`config.mk`:
```
export PLATFORM = sky130hd
export DESIGN_NAME = acs_top
export DESIGN_NICKNAME = d
export VERILOG_FILES = /design/src/hw/acs_pkg.sv /design/src/hw/acs_top.sv
export VERILOG_INCLUDE_DIRS = /design/src /design/src/hw
export SDC_FILE = /design/constraint.sdc
export NUM_CORES = 1
export LEC_CHECK = 0
export BUFFER_PORTS_ARGS = -buffer_cell sky130_fd_sc_hd__clkbuf_2
export CORE_ASPECT_RATIO = 0.75
export CORE_MARGIN = 2
export CORE_UTILIZATION = 51
export DETAILED_ROUTE_END_ITERATION = 8
export GPL_ROUTABILITY_DRIVEN = 0
export PLACE_DENSITY = 0.81
export SLEW_MARGIN = 20
export SYNTH_ARGS = -nofsm -noshare
export SYNTH_HDL_FRONTEND = slang
export SYNTH_SLANG_ARGS = --single-unit
```
`constraint.sdc`:
```
create_clock -name hclk -period 3.05 [get_ports hclk]
set_input_delay 0.1525 -clock hclk [delete_from_list [all_inputs] [get_ports hclk]]
set_output_delay 0.1525 -clock hclk [all_outputs]
set_load 0.01 [all_outputs]
```
`src/hw/acs_defines.svh`:
```
// Register map, field positions, reset values and timing counts
// Operation
// Cleared select bit makes pin digital only
// Set select bit: analog, digital off, reads zero
// Reset sets every analog select bit
// Low config bits 7-0 map channels 7-0
// High config bits 6-0 map 14-8; bit7 zero
// Small package: some bits writable but ineffective
// Reference selectable: supplies, pins, 2.0V, 4.1V
// Sleep conversion requires RC conversion clock
// Completion loads result, clears go, sets done
// Reset restores registers, aborts conversion, converter off
// Power-on reset leaves result pair untouched
// Software configures, enables, sets go, reads result
// Software polls go or waits done flag
// Two conversion clocks wait before next acquisition
// Hold capacitor isolated during whole conversion
// Software ensures acquisition time before start
// Acquisition code zero: go starts conversion immediately
// Nonzero code: sample programmed periods, then convert
// After completion clear go, set done, resample
// No status separates acquisition from conversion
// Successive approximation on held sample
// Channel code 28 opens all mux switches
// Conversion takes fourteen conversion clock periods
// Acquisition codes give 0,2,4,6,8,12,16,20 periods
// Clock codes: /2,/8,/32,RC,/4,/16,/64,RC
// Clearing go aborts; result keeps last value
`ifndef ACS_DEFINES_SVH
`define ACS_DEFINES_SVH

`define ACS_OFS_CTRL0          8'h00
`define ACS_OFS_CTRL1          8'h04
`define ACS_OFS_CTRL2          8'h08
`define ACS_OFS_RES_HIGH       8'h0C
`define ACS_OFS_RES_LOW        8'h10
`define ACS_OFS_PIN_LOW        8'h14
`define ACS_OFS_PIN_HIGH       8'h18
`define ACS_OFS_FLAGS          8'h1C

`define ACS_BIT_ON             0
`define ACS_BIT_GO             1
`define ACS_BIT_DONE           0

`define ACS_RST_CTRL           8'h00
`define ACS_RST_PIN_LOW        8'hFF
`define ACS_RST_PIN_HIGH       8'h7F
`define ACS_PIN_HIGH_MASK      8'h7F
`define ACS_SMALL_PKG_MASK     15'h78E0
`define ACS_MUX_OPEN_CODE      5'h1C

`define ACS_CONV_TADS          4'hE
`define ACS_WAIT_TADS          5'h02
`define ACS_SAR_BITS           4'hC
`define ACS_SAR_TOP            12'h800

`endif

```
`src/hw/acs_pkg.sv`:
```
// Types shared by the converter sequencer
package acs_pkg;

    typedef enum logic [1:0] {
        ACS_IDLE = 2'b00,
        ACS_ACQ  = 2'b01,
        ACS_CONV = 2'b10,
        ACS_WAIT = 2'b11
    } acs_state_t;

    typedef struct packed {
        logic       wr;
        logic       rd;
        logic [7:0] addr;
    } acs_bus_req_t;

    typedef struct packed {
        logic        sample;
        logic [4:0]  pos_ch;
        logic        mux_open;
        logic [2:0]  neg_ch;
        logic [1:0]  vref_pos;
        logic        vref_neg;
        logic [11:0] dac;
    } acs_ana_t;

endpackage

```
`src/hw/acs_top.sv`:
```
// Converter sequencer, pin configuration and AHB-Lite register slave
`timescale 1ns/1ns
`default_nettype none
`include "acs_defines.svh"

module acs_top
    import acs_pkg::*;
(
    input  wire logic        hclk,
    input  wire logic        hresetn,
    input  wire logic        ce,
    input  wire logic        hsel,
    input  wire logic [31:0] haddr,
    input  wire logic [1:0]  htrans,
    input  wire logic        hwrite,
    input  wire logic [2:0]  hsize,
    input  wire logic [31:0] hwdata,
    input  wire logic        hready,
    output logic      [31:0] hrdata,
    output logic             hreadyout,
    output logic             hresp,
    input  wire logic        small_pkg,
    input  wire logic        sleep_mode,
    input  wire logic        rc_tick,
    input  wire logic        cmp_in,
    input  wire logic [14:0] pin_din,
    output logic      [14:0] pin_dig_rd,
    output logic      [14:0] pin_analog_en,
    output logic      [14:0] pin_dig_en,
    output acs_ana_t         ana,
    output logic             conversion_done_flag
);

    acs_bus_req_t req_r;
    acs_state_t   st_r;
    logic [7:0]   ctrl0_r;
    logic [7:0]   ctrl1_r;
    logic [7:0]   ctrl2_r;
    logic [7:0]   pin_low_r;
    logic [7:0]   pin_high_r;
    logic [7:0]   conversion_result_high_r;
    logic [7:0]   conversion_result_low_r;
    logic         done_r;
    logic         rd_wait_r;
    logic [31:0]  hrdata_r;
    logic [5:0]   div_r;
    logic [4:0]   tad_cnt_r;
    logic [11:0]  sar_r;
    logic         tad_tick;
    logic         conv_end;
    logic         run_ok;
    logic         wr_fire;
    logic [7:0]   wdat;
    logic [14:0]  sel_eff;
    logic [2:0]   acquisition_time_select;
    logic [2:0]   conversion_clock_select;
    logic [15:0]  res_word;

    // Divider terminal count per clock code, RC codes unused
    function automatic logic [5:0] tad_limit(input logic [2:0] code);
        logic [5:0] lim;
        lim = 6'h01;
        unique case (code)
            3'b000:  lim = 6'h01;
            3'b001:  lim = 6'h07;
            3'b010:  lim = 6'h1F;
            3'b100:  lim = 6'h03;
            3'b101:  lim = 6'h0F;
            3'b110:  lim = 6'h3F;
            default: lim = 6'h01;
        endcase
        return lim;
    endfunction

    // Acquisition periods per code
    function automatic logic [4:0] acq_tads(input logic [2:0] code);
        logic [4:0] n;
        n = 5'h00;
        unique case (code)
            3'b000: n = 5'h00;
            3'b001: n = 5'h02;
            3'b010: n = 5'h04;
            3'b011: n = 5'h06;
            3'b100: n = 5'h08;
            3'b101: n = 5'h0C;
            3'b110: n = 5'h10;
            3'b111: n = 5'h14;
        endcase
        return n;
    endfunction

    assign acquisition_time_select    = ctrl2_r[5:3];
    assign conversion_clock_select    = ctrl2_r[2:0];
    assign wr_fire = req_r.wr;
    assign wdat    = hwdata[7:0];

    // Bus address phase capture; writes are acted on only at word size, reads at any size
    always_ff @(posedge hclk or negedge hresetn) begin
        if (!hresetn) begin
            req_r <= '0;
        end else if (ce && hreadyout) begin
            req_r.wr   <= hsel && htrans[1] && hready && hwrite
                          && (hsize == 3'b010);
            req_r.rd   <= hsel && htrans[1] && hready && !hwrite;
            req_r.addr <= haddr[7:0];
        end
    end

    // Reads take one wait state so the word reflects the last write
    always_ff @(posedge hclk or negedge hresetn) begin
        if (!hresetn) begin
            rd_wait_r <= 1'b0;
        end else if (ce) begin
            rd_wait_r <= req_r.rd && !rd_wait_r;
        end
    end

    always_ff @(posedge hclk or negedge hresetn) begin
        if (!hresetn) begin
            hrdata_r <= 32'h0000_0000;
        end else if (ce && req_r.rd && !rd_wait_r) begin
            hrdata_r <= 32'h0000_0000;
            unique case (req_r.addr)
                `ACS_OFS_CTRL0:    hrdata_r[7:0] <= ctrl0_r;
                `ACS_OFS_CTRL1:    hrdata_r[7:0] <= ctrl1_r;
                `ACS_OFS_CTRL2:    hrdata_r[7:0] <= ctrl2_r & 8'hBF;
                `ACS_OFS_RES_HIGH: hrdata_r[7:0] <= conversion_result_high_r;
                `ACS_OFS_RES_LOW:  hrdata_r[7:0] <= conversion_result_low_r;
                `ACS_OFS_PIN_LOW:  hrdata_r[7:0] <= pin_low_r;
                // top bit reads zero
                `ACS_OFS_PIN_HIGH: hrdata_r[7:0] <= pin_high_r;
                `ACS_OFS_FLAGS:    hrdata_r[0]   <= done_r;
                default:           hrdata_r      <= 32'h0000_0000;
            endcase
        end
    end

    assign hrdata    = hrdata_r;
    assign hreadyout = !(req_r.rd && !rd_wait_r);
    assign hresp     = 1'b0;

    // analog select bits set on reset
    always_ff @(posedge hclk or negedge hresetn) begin
        if (!hresetn) begin
            pin_low_r  <= `ACS_RST_PIN_LOW;
            pin_high_r <= `ACS_RST_PIN_HIGH;
        end else if (ce && wr_fire) begin
            if (req_r.addr == `ACS_OFS_PIN_LOW) begin
                pin_low_r <= wdat;
            end
            if (req_r.addr == `ACS_OFS_PIN_HIGH) begin
                pin_high_r <= wdat & `ACS_PIN_HIGH_MASK;
            end
        end
    end

    // configuration back to reset values, converter off
    always_ff @(posedge hclk or negedge hresetn) begin
        if (!hresetn) begin
            ctrl1_r <= `ACS_RST_CTRL;
            ctrl2_r <= `ACS_RST_CTRL;
        end else if (ce && wr_fire) begin
            if (req_r.addr == `ACS_OFS_CTRL1) begin
                ctrl1_r <= wdat;
            end
            if (req_r.addr == `ACS_OFS_CTRL2) begin
                ctrl2_r <= wdat & 8'hBF;
            end
        end
    end

    // Go flag: hardware clears, a software write in the same cycle wins
    always_ff @(posedge hclk or negedge hresetn) begin
        if (!hresetn) begin
            ctrl0_r <= `ACS_RST_CTRL;
        end else if (ce) begin
            // go cleared at completion
            if (conv_end) begin
                ctrl0_r[`ACS_BIT_GO] <= 1'b0;
            end
            if (wr_fire && req_r.addr == `ACS_OFS_CTRL0) begin
                ctrl0_r <= {1'b0, wdat[6:0]};
                // Go only sticks while the converter is on
                ctrl0_r[`ACS_BIT_GO] <= wdat[`ACS_BIT_GO]
                                        && wdat[`ACS_BIT_ON];
            end
        end
    end

    // Done flag: write one clears, completion wins over the clear
    always_ff @(posedge hclk or negedge hresetn) begin
        if (!hresetn) begin
            done_r <= 1'b0;
        end else if (ce) begin
            if (wr_fire && req_r.addr == `ACS_OFS_FLAGS
                && wdat[`ACS_BIT_DONE]) begin
                done_r <= 1'b0;
            end
            // done set on completion
            if (conv_end) begin
                done_r <= 1'b1;
            end
        end
    end

    assign conversion_done_flag = done_r;

    // result pair has no reset, keeps contents across reset
    always_ff @(posedge hclk) begin
        if (ce) begin
            // result loaded at completion
            if (conv_end) begin
                conversion_result_high_r <= res_word[15:8];
                conversion_result_low_r  <= res_word[7:0];
            end else if (wr_fire) begin
                if (req_r.addr == `ACS_OFS_RES_HIGH) begin
                    conversion_result_high_r <= wdat;
                end
                if (req_r.addr == `ACS_OFS_RES_LOW) begin
                    conversion_result_low_r <= wdat;
                end
            end
        end
    end

    // Justification bit selects right or left placement
    assign res_word = ctrl2_r[7] ? {4'h0, sar_r} : {sar_r, 4'h0};

    // conversion clock from system divider or RC tick
    // system-derived clock stops in sleep, only RC keeps converting
    always_ff @(posedge hclk or negedge hresetn) begin
        if (!hresetn) begin
            div_r <= 6'h00;
        end else if (ce) begin
            if (div_r >= tad_limit(conversion_clock_select)) begin
                div_r <= 6'h00;
            end else begin
                div_r <= div_r + 6'h01;
            end
        end
    end

    assign tad_tick = (conversion_clock_select[1:0] == 2'b11) ? rc_tick
                    : (!sleep_mode && div_r >= tad_limit(conversion_clock_select));

    assign run_ok   = ctrl0_r[`ACS_BIT_ON] && ctrl0_r[`ACS_BIT_GO];
    // fourteenth period ends the conversion
    assign conv_end = (st_r == ACS_CONV) && tad_tick && run_ok
                      && (tad_cnt_r == 5'({`ACS_CONV_TADS} - 4'h1));

    // state is internal only; go stays high through acquisition
    always_ff @(posedge hclk or negedge hresetn) begin
        if (!hresetn) begin
            st_r      <= ACS_IDLE;
            tad_cnt_r <= 5'h00;
        end else if (ce) begin
            unique case (st_r)
                ACS_IDLE: begin
                    tad_cnt_r <= 5'h00;
                    if (run_ok) begin
                        // code zero converts at once
                        // else sample programmed periods first
                        st_r <= (acquisition_time_select == 3'b000) ? ACS_CONV : ACS_ACQ;
                    end
                end
                ACS_ACQ: begin
                    if (!run_ok) begin
                        st_r      <= ACS_WAIT;
                        tad_cnt_r <= 5'h00;
                    end else if (tad_tick) begin
                        // programmed acquisition length
                        if (tad_cnt_r == acq_tads(acquisition_time_select) - 5'h01) begin
                            st_r      <= ACS_CONV;
                            tad_cnt_r <= 5'h00;
                        end else begin
                            tad_cnt_r <= tad_cnt_r + 5'h01;
                        end
                    end
                end
                ACS_CONV: begin
                    // clearing go aborts, result untouched
                    if (!run_ok || conv_end) begin
                        st_r      <= ACS_WAIT;
                        tad_cnt_r <= 5'h00;
                    end else if (tad_tick) begin
                        tad_cnt_r <= tad_cnt_r + 5'h01;
                    end
                end
                ACS_WAIT: begin
                    // two periods before sampling resumes
                    if (tad_tick) begin
                        if (tad_cnt_r == `ACS_WAIT_TADS - 5'h01) begin
                            st_r      <= ACS_IDLE;
                            tad_cnt_r <= 5'h00;
                        end else begin
                            tad_cnt_r <= tad_cnt_r + 5'h01;
                        end
                    end
                end
            endcase
        end
    end

    // successive approximation, one bit per period
    always_ff @(posedge hclk or negedge hresetn) begin
        if (!hresetn) begin
            sar_r <= 12'h000;
        end else if (ce) begin
            if (st_r != ACS_CONV) begin
                sar_r <= `ACS_SAR_TOP;
            end else if (tad_tick && tad_cnt_r < 5'({`ACS_SAR_BITS})) begin
                if (!cmp_in) begin
                    sar_r <= sar_r & ~(`ACS_SAR_TOP >> tad_cnt_r);
                end
                if (tad_cnt_r < 5'({`ACS_SAR_BITS} - 4'h1)) begin
                    sar_r[10 - tad_cnt_r] <= 1'b1;
                end
            end
        end
    end

    // hold capacitor connected only outside conversion
    // sampling resumes once idle again
    assign ana.sample   = ctrl0_r[`ACS_BIT_ON]
                          && (st_r == ACS_IDLE || st_r == ACS_ACQ);
    assign ana.pos_ch   = ctrl0_r[6:2];
    // mux switches all open for code 28
    assign ana.mux_open = (ctrl0_r[6:2] == `ACS_MUX_OPEN_CODE);
    assign ana.neg_ch   = ctrl1_r[2:0];
    // reference selection
    assign ana.vref_pos = ctrl1_r[5:4];
    assign ana.vref_neg = ctrl1_r[3];
    assign ana.dac      = sar_r;

    // low bits map channels 7-0; R5: high bits map 14-8
    // missing channels on small package ignore their bits
    assign sel_eff = {pin_high_r[6:0], pin_low_r}
                     & ~(small_pkg ? `ACS_SMALL_PKG_MASK : 15'h0000);

    // cleared bit gives plain digital pin
    // set bit routes analog, digital off, reads zero
    assign pin_analog_en = sel_eff;
    assign pin_dig_en    = ~sel_eff;
    assign pin_dig_rd    = pin_din & ~sel_eff;

endmodule
`default_nettype wire

```
Word level (Yosys, flattened, before mapping)
Memories as Yosys holds them, arrays and structs flattened.
Cells that the tools add are included.
{"block": "op_classes", "reduce_logical": 50, "eq_ne": 29, "mux": 48, "n_lt_le_gt_ge": 6, "n_shift": 1, "addsub": 4, "bitwise": 7}
{"operator": "12-bit 2-to-1 mux", "count": 7}
{"operator": "5-bit 2-to-1 mux", "count": 11}
{"operator": "7-bit one-hot mux with 7 select lines", "count": 1}
{"operator": "8-bit 2-to-1 mux", "count": 6}
{"operator": "8-bit by 5-bit == test with 1-bit output, second input constant", "count": 4}
{"operator": "32-bit by 1-bit greater-or-equal comparator with 1-bit output, second input constant", "count": 1}
{"operator": "32-bit by 5-bit < comparator with 1-bit output, second input constant", "count": 1}
{"operator": "15-bit AND", "count": 2}
{"operator": "15-bit NOT", "count": 2}
{"operator": "6-bit one-hot mux with 5 select lines", "count": 1}
{"operator": "1-bit logical AND", "count": 22}
{"operator": "5-bit one-hot mux with 4 select lines", "count": 1}
{"operator": "2-bit 2-to-1 mux", "count": 9}
{"operator": "8-bit by 4-bit == test with 1-bit output, second input constant", "count": 2}
{"operator": "16-bit 2-to-1 mux", "count": 1}
{"operator": "2-bit AND reduction", "count": 8}
{"operator": "15-bit 2-to-1 mux", "count": 1}
{"operator": "12-bit AND", "count": 1}
{"operator": "6-bit greater-or-equal comparator", "count": 2}
{"operator": "6-bit 2-to-1 mux", "count": 2}
{"operator": "12-bit NOT", "count": 1}
{"operator": "12-bit bitwise OR", "count": 1}
{"operator": "2-bit nonzero test", "count": 6}
{"operator": "12-bit by 5-bit right shift with 12-bit output, first input constant", "count": 1}
{"operator": "other kinds (31)", "count": 51}
{"block": "totals", "out_inout_bits": 105, "elab_cells": 164, "reg_bits": 98, "n_memories": 1, "romBits": 32, "input_bits": 94}
{"memory": "(name not given)", "words": 8, "width": 4, "rd": 1, "rd_clocked_by_memory_dff": 0, "write_ports": 0, "line_no": "acs_top.sv:79", "text": "unique case (code)"}

Logic depth before layout (Yosys ltp)
Gate-level depths: netlist of the first run.
{"block": "depth", "word_depth": 15, "mapped_depth": 11, "mapped_depth_nobuf": 9}

Worst setup path before layout of the first run
OpenSTA, ideal clock, no wires.
{"block": "synth_timing", "path_kind": "register to register", "start": "register ctrl2_r[0]", "end": "register conversion_result_low_r[0] (enable)", "stages_incl_launch_ff": 11, "setup_time_ns": 0.375, "setup_slack_ns": 0.321, "t_required_ns": 2.675, "period_less_slack_ns": 2.729, "arrival_time_ns": 2.353, "n_path_buf": 2, "path_cell_list": "dfrtp_1 > buf_2 > nor2b_1 > nand2_1 > ha_1 > nand4_1 > o22ai_2 > o21ba_2 > o21ai_2 > clkbuf_1 > a21oi_1"}
{"block": "synth_between", "elab_chain_len": 10, "word_cells_on_any_way": 16, "cone_classes": "1 x order compare; 6 x eq/ne; 2 x mux; 7 x reduce/logical"}
{"item": "start: declaration", "line_no": "acs_top.sv:38", "text": "logic [7:0] ctrl2_r;"}
{"item": "start signal: assignment", "line_no": "acs_top.sv:161", "text": "ctrl2_r <= `ACS_RST_CTRL;"}
{"item": "start signal: assignment", "line_no": "acs_top.sv:167", "text": "ctrl2_r <= wdat & 8'hBF;"}
{"item": "3-bit == test (tied with other cells)", "line_no": "acs_top.sv:63", "text": "unique case (code)"}
{"item": "6-bit one-hot mux with 5 select lines", "line_no": "acs_top.sv:63"}
{"item": "6-bit greater-or-equal comparator", "line_no": "acs_top.sv:244", "text": ": (!sleep_mode && div_r >= tad_limit(conversion_clock_select));"}
{"item": "1-bit logical AND", "line_no": "acs_top.sv:244"}
{"item": "1-bit 2-to-1 mux *", "line_no": "acs_top.sv:243", "text": "assign tad_tick = (conversion_clock_select[1:0] == 2'b11) ? rc_tick"}
{"item": "1-bit logical AND * (3 in a row)", "line_no": "acs_top.sv:248", "text": "assign conv_end = (st_r == ACS_CONV) && tad_tick && run_ok"}
{"item": "2-bit nonzero test (no source line)"}
{"item": "3-bit AND reduction (no source line) *"}
{"item": "end signal: assignment", "line_no": "acs_top.sv:214", "text": "conversion_result_low_r <= res_word[7:0];"}
{"item": "end signal: assignment", "line_no": "acs_top.sv:220", "text": "conversion_result_low_r <= wdat;"}
{"item": "end: declaration", "line_no": "acs_top.sv:42", "text": "logic [7:0] conversion_result_low_r;"}
Every way passes the cells marked *; elsewhere a longest branch is shown, timed or not.
A chain may end at the register's enable or synchronous reset.

Worst setup path after layout of the first run
{"block": "layout_timing", "start": "register ctrl2_r[0]", "end": "register sar_r[3]"}
{"block": "layout_between", "elab_chain_len": 8, "word_cells_on_any_way": 13, "cone_classes": "1 x order compare; 6 x eq/ne; 2 x mux; 4 x reduce/logical"}
{"item": "3-bit == test (tied with other cells)", "line_no": "acs_top.sv:63"}
{"item": "6-bit one-hot mux with 5 select lines", "line_no": "acs_top.sv:63"}
{"item": "6-bit greater-or-equal comparator", "line_no": "acs_top.sv:244"}
{"item": "1-bit logical AND", "line_no": "acs_top.sv:244"}
{"item": "1-bit 2-to-1 mux *", "line_no": "acs_top.sv:243"}
{"item": "1-bit logical AND *", "line_no": "acs_top.sv:311", "text": "end else if (tad_tick && tad_cnt_r < 5'({`ACS_SAR_BITS})) begin"}
{"item": "2-bit nonzero test (no source line) *"}
{"item": "2-bit AND reduction (no source line) *"}
{"item": "end signal: assignment", "line_no": "acs_top.sv:310", "text": "sar_r <= `ACS_SAR_TOP;"}
{"item": "end signal: assignment", "line_no": "acs_top.sv:313", "text": "sar_r <= sar_r & ~(`ACS_SAR_TOP >> tad_cnt_r);"}
{"item": "end: declaration", "line_no": "acs_top.sv:48", "text": "logic [11:0] sar_r;"}
Marked as above.

==> results of run 1 <==
==> cell families after synthesis <==
| family | Yosys count |
|---|---|
| xor+xnor | 7 |
| buf+inv | 99 |
| flops | 98 |
| mux | 65 |
| simple gates | 171 |
| fa+ha+maj | 18 |
| compound gates | 117 |
| other cells | 1 |
==> how the worst min path moves through the flow <==
| stage | slack, ps | cells after the start | to |
|---|---|---|---|
| 2_1_floorplan | -140 | 0 | conversion_done_flag |
| 3_3_place_gp | 350 | 2 | req_r[8] |
| 3_5_place_dp | 370 | 2 | req_r[8] |
| 4_1_cts | 30 | 1 | ctrl0_r[4] |
| 5_1_grt | 30 | 2 | req_r[6] |
| 6_report | 40 | 2 | req_r[4] |
==> area by class of cell <==
| class | count | area [um2] |
|---|---|---|
| Tap cell | 144 | 180 |
| Clock buffer | 9 | 225 |
| Fill cell | 969 | 4690 |
| Clock inverter | 7 | 73.8 |
| Sequential cell | 98 | 2550 |
| Multi-Input combinational cell | 403 | 2920 |
| Timing Repair Buffer | 138 | 737 |
| Inverter | 29 | 109 |
==> flip-flops by register name (all words and copies together) (netlist names), 8 cells and up <==
| signal | cells |
|---|---|
| ctrl1_r | 8 |
| conversion_result_high_r | 8 |
| conversion_result_low_r | 8 |
| sar_r | 12 |
| hrdata | 8 |
| req_r | 9 |
| pin_low_r | 8 |
==> power groups by stage <==
stage               Sequential, mW  Combinational [mW]  Clock, mW
floorplan                     1.49               0.626          0
global placement              1.52               0.786          0
detailed placement            1.53               0.827          0
CTS                           1.50               0.835       1.16
global route                  1.52               0.937       1.22
finish                        1.51               0.853       1.15
==> timing repair <==
| item | 4_1_cts | 5_1_grt |
|---|---|---|
| buffers inserted | 0 | 0 |
| hold buffers | 1 | 1 |
| endpoints found under the hold margin | 1 | 67 |
==> synthesized netlist by cell type (all sizes together) (5+ instances only) <==
master  number  area, um2
a21oi       15       78.8
a222oi       5       50.1
a22o         8       70.1
and2        12       75.1
and3         7       43.8
buf         52        379
clkbuf      18       68.8
dfrtp       67       1680
dfstp       15        394
edfxtp      16        480
ha          18        225
inv         29        109
mux2        44        499
mux2i       17        170
nand2       57        214
nand2b      12       75.1
nand3       15       75.1
nand4       14        100
nor2        17       63.8
nor2b       17        106
nor3         8       51.3
o21ai       35        179
o31ai        9       72.6
xnor2        5       43.8
==> per-layer routing <==
metal / wire length, um / vias up
met1: 6050 / 2306
met3: 1680 / 36
met2: 7060 / 307
li1: - / 2214
met5: 0 / -
met4: 301 / 0
==> results.md, run 1 <==
* Status: complete, no violations
* Design Area, Final at 0.00680 mm2
* CP Max Fanout at 13
* Vias in the first global route at 4636
* Total wire length at 15100 um
* ANT cells at 0
* Grt met1 use at 0.329
* CTS H-Tree Depth at 3
* CTS tree: yes
* Largest family of logic cells by synthesized area: simple AND/OR/NAND/NOR gates
* Clock share of power at 0.327
* Worst R2R Start: ctrl2_r[0]
* Maximum vdd drop at 0.346 mV
* Asr flop ratio synth at 0.837
* Synth Area in Compound Gates at 0.140
* Remaining Overflow, GRT at 0
* Tot Pwr at 3.51 mW
* Max cap viols at 0
* Post-synthesis mux area share at 0.128
* Peak Freq at 363 MHz
* Switching Fraction at 0.328
* Clock Tree Root: clkbuf_16
* Simple-gate share of the synthesized area at 0.160
* Internal at 2.36 mW
* Least-Margin Pin Slew at 902 ps
* NumNets Final at 791
* Drt pass-1 iters at 6
* Leakage power at 3.24 nW
* Setup ws final at 294 ps
* I/O pin cnt at 199
* Worst path slowest cell: dfrtp_1
* Worst Setup SP: ctrl2_r[0]
* Gate power share at 0.243
* Critical Path Source Type: flop
* Register share of total power at 0.430
* Resize count post-CTS at 0
* Core footprint at 0.0115 mm2
* Setup CP Type: flop to flop
* Largest net degree at the start of global routing at 83
* CP Depth at 9
* Routed Antenna Nets at 0
* Die height at 97.5 um
* Clock Skews at 6.96 ps
* Switching pwr at 1.15 mW
* Cell Rows at 34
* Clk slew on worst S/H paths at 70 ps
* Placed Cells at 810
* R2R depth at 9
* Number of port buffers at 124
* Flop-to-flop setup slack at 290 ps
* Initial antenna violation count at 0
* Flops & latches, synth at 98
* Crit path to: sar_r[3]
* Crit path buf inv count at 0
* Final Cycle Share at 0.904
* Worst rel slew slack at 0.394
* Mapped cell area at 0.00594 mm2
* Syn-to-layout area delta at 14.5%
* CTS Buf Count at 9
* Setup WS pre-CTS at 351 ps
* Via count at 4863
* Critical path capture point type: flop
* Critical Path RT at 3280 ps
* Crit path cell chain: nor2b_1 > nand2_1 > ha_1 > nand4_1 > o22ai_2 > o21ba_2 > o21a_1 > nand4_1 > a32o_1
* Synth Area in Adders at 0.0379
* Final Hold Violating Endpoints at 0
* Main flop type after synthesis: dfrtp_1
* Final Max Slew Viols at 0
* Final core utilization at 0.592
* Gr busiest metal: met2
* M2 GR Usage at 0.385
* Post-Syn Area per Cell at 10.3 um2
* Delay-heaviest family, CP: compound AO/OA/AOI/OAI gates
* Per-cell routed wire length at 18.2 um
* Hold_sp: haddr[4]
* RSZ-0062 raised after global routing: no
* Slowest Stage Delay on Critical Path at 470 ps
* Clk sinks at 98
* DR vias/cell at 5.87
* Met3 GRT Util at 0.0710
* Ys Warns at 0
* HP Class: input port to flop
* DP HPWL at 11300 um
* Fin crit period at 2760 ps
* Setup tns final at 0 ps
* Worst skew pair latency at 340 ps
* Syn Inst Count at 576
* Synth Area in XOR/XNOR at 0.0103
* Crit-path most repeated cell: nand4_1
* Die footprint at 0.0125 mm2
* Post-synth EDFFs at 16
* Power per standard cell area at 516 mW/mm2
* Clock tree buffer depth at 2
* Initial core utilization at 0.517
* Reg-to-reg critical path endpoint: sar_r[3]
* CP arrival at 2980 ps
* Total global-route track usage at 0.243
* First-pass GRT wire length at 23800 um
* Post-synthesis sequential area ratio at 0.430
* Commonest non-fill, non-tap cell in the layout: clkbuf_2
* Cell variety after synth at 65
* Hold WS at 36.4 ps
* Non-Filler Instances at 828
* Die X at 129 um
* DRC at 0
* Final setup viols at 0
* DRT iter0 DRCs at 460
* Layout cells sized above 1 at 0.344
* DP Area at 0.00647 mm2
* Commonest cells after routing, fill and taps aside: 123 x clkbuf_2, 67 x dfrtp_1, 57 x nand2_1
Power figures use the tool's default switching activity.
==> run 2: changes to the inputs <==
--- a/config.mk
+++ b/config.mk
@@ -7,7 +7,7 @@
 export NUM_CORES = 1
 export LEC_CHECK = 0
 export BUFFER_PORTS_ARGS = -buffer_cell sky130_fd_sc_hd__clkbuf_2
-export CORE_ASPECT_RATIO = 0.75
+export CORE_ASPECT_RATIO = 1.25
 export CORE_MARGIN = 2
 export CORE_UTILIZATION = 51
 export DETAILED_ROUTE_END_ITERATION = 8
==> results.md, run 2 (synthesis gave the netlist of run 1 again) <==
* Status: complete, no violations
* Met3 GRT Util at 0.0466
* Worst R2R Start: ctrl2_r[0]
* Sequential Area at 0.00255 mm2
* Maximum vdd drop at 0.291 mV
* Critical Path RT at 3030 ps
* Max reg flops at 12
* Final Max Slew Viols at 0
* I/O pin cnt at 199
* Hold path cells at 2
* Final setup viols at 0
* CTS Buf Count at 9
* CTS H-Tree Depth at 3
* Least-Margin Pin Slew at 839 ps
* Fin crit period at 2860 ps
* NumNets Final at 788
* CP Max Fanout at 9
* Clock Tree Root: clkbuf_16
* Layout cells sized above 1 at 0.342
* Drt pass-1 iters at 7
* ANT cells at 0
* Clk sinks at 98
* Power per standard cell area at 525 mW/mm2
* Clock Skews at 12.0 ps
* Flop-to-flop setup slack at 190 ps
* Biggest regs: sar_r (12), req_r (9)
* Per-cell routed wire length at 17.7 um
* Setup tns final at 0 ps
* Final Cycle Share at 0.938
* Cell Rows at 44
* Hold path endpoint: req_r[8]
* Non-Filler Instances at 819
* Total wire length at 14500 um
* DRC at 0
* Placed Cells at 802
* Vias in the first global route at 4768
* DR vias/cell at 5.85
* Routed Antenna Nets at 0
* Worst skew pair latency at 350 ps
* Syn-to-layout area delta at 14.2%
* Largest reg by FF count: sar_r
* Setup CP Type: flop to flop
* M2 GR Usage at 0.397
* DRT iter0 DRCs at 377
* Resize count post-CTS at 0
* First-pass GRT wire length at 23500 um
* Reg-to-reg critical path endpoint: conversion_result_low_r[3]
* Total global-route track usage at 0.236
* R2R depth at 8
* Final Hold Violating Endpoints at 0
* Buffer count from post-CTS setup fixing at 0
* Hold_sp: hwrite
* Gr busiest metal: met2
* Core footprint at 0.0115 mm2
* Initial antenna violation count at 0
* Leakage power at 3.24 nW
* Number of port buffers at 124
* CTS tree: yes
* Die X at 101 um
* Critical path capture point type: flop
* Die height at 125 um
* Peak Freq at 350 MHz
* Worst Setup SP: ctrl2_r[0]
* Commonest cells after routing, fill and taps aside: 123 x clkbuf_2, 67 x dfrtp_1, 57 x nand2_1
* Die footprint at 0.0125 mm2
* HP Class: input port to flop
* Grt met1 use at 0.286
* Clk slew on worst S/H paths at 70 ps
* FILL cells at 968
* Largest net degree at the start of global routing at 83
* Clock tree buffer depth at 2
* Remaining Overflow, GRT at 0
* Initial core utilization at 0.516
* CP arrival at 2840 ps
* Worst rel slew slack at 0.436
* RSZ-0062 raised after global routing: no
* DP HPWL at 10800 um
* Tot Pwr at 3.56 mW
* Commonest non-fill, non-tap cell in the layout: clkbuf_2
* Max cap viols at 0
* Area of the multi-input gates at 0.00292 mm2
* Critical Path Source Type: flop
* Via count at 4793
[run 2: cell count changes in the layout (fill, tap and decap cells not counted), sizes merged]
cell         delta
buf             -2
clkbuf          +1
clkinv          -1
dlygate4sd3     -1
[run 2: cell type report]
| class | count | area share |
|---|---|---|
| inverter | 29 | 0.0160 |
| tap | 138 | 0.0254 |
| multi-input combinational | 403 | 0.431 |
| timing repair buffer | 135 | 0.105 |
| sequential | 98 | 0.376 |
| clock inverter | 6 | 0.0101 |
| clock buffer | 10 | 0.0369 |
[run 2: worst max path at each step]
stage,end,slack (ps),cells after the start
after global routing,conversion_result_low_r[1],50,8
after global placement,conversion_result_low_r[3],340,8
after floorplan,conversion_result_low_r[0],320,10
after CTS,conversion_result_low_r[0],230,8
after detailed placement,conversion_result_low_r[3],230,8
final,conversion_result_low_r[3],190,8
[run 2: stage by stage]
stage / hold slack [ps] / worst slack, ps / instance area [um2] / util
floorplan: -143 / 321 / 6030 / -
global placement: 356 / 343 / 6450 / 0.561
detailed placement: 374 / 234 / 6450 / 0.561
CTS: 24.8 / 228 / 6770 / 0.589
global route: 28.2 / 45.9 / 6790 / 0.590
finish: 29.5 / 190 / 6790 / 0.590
[run 2: power breakdown]
| group | switching [mW] | leakage [nW] | total, mW | internal (mW) |
|---|---|---|---|---|
| clock | 0.523 | 0.160 | 1.22 | 0.695 |
| sequential | 0.0974 | 1.20 | 1.49 | 1.40 |
| combinational | 0.531 | 1.87 | 0.849 | 0.318 |
| total | 1.15 | 3.24 | 3.56 | 2.41 |
[run 2: per-layer routing]
| metal | vias up | wire length, um |
|---|---|---|
| li1 | 2219 | - |
| met1 | 2298 | 5570 |
| met2 | 218 | 7500 |
| met3 | 58 | 847 |
| met4 | 0 | 558 |
| met5 | - | 0 |
[run 2: worst max-delay path, cell delays in order, from the launching register on]
cell	delay, ps
dfrtp_1	470
nor2b_1	270
nand2_1	90
ha_1	310
nand4_1	120
o22ai_2	240
o21ba_2	240
o21ai_2	90
a21oi_1	650
[run 2: what timing repair did]
action | in CTS | in global routing
hold endpoints to repair | 0 | 67
hold buffers | 0 | 1
endpoints found under the setup margin | 0 | 0
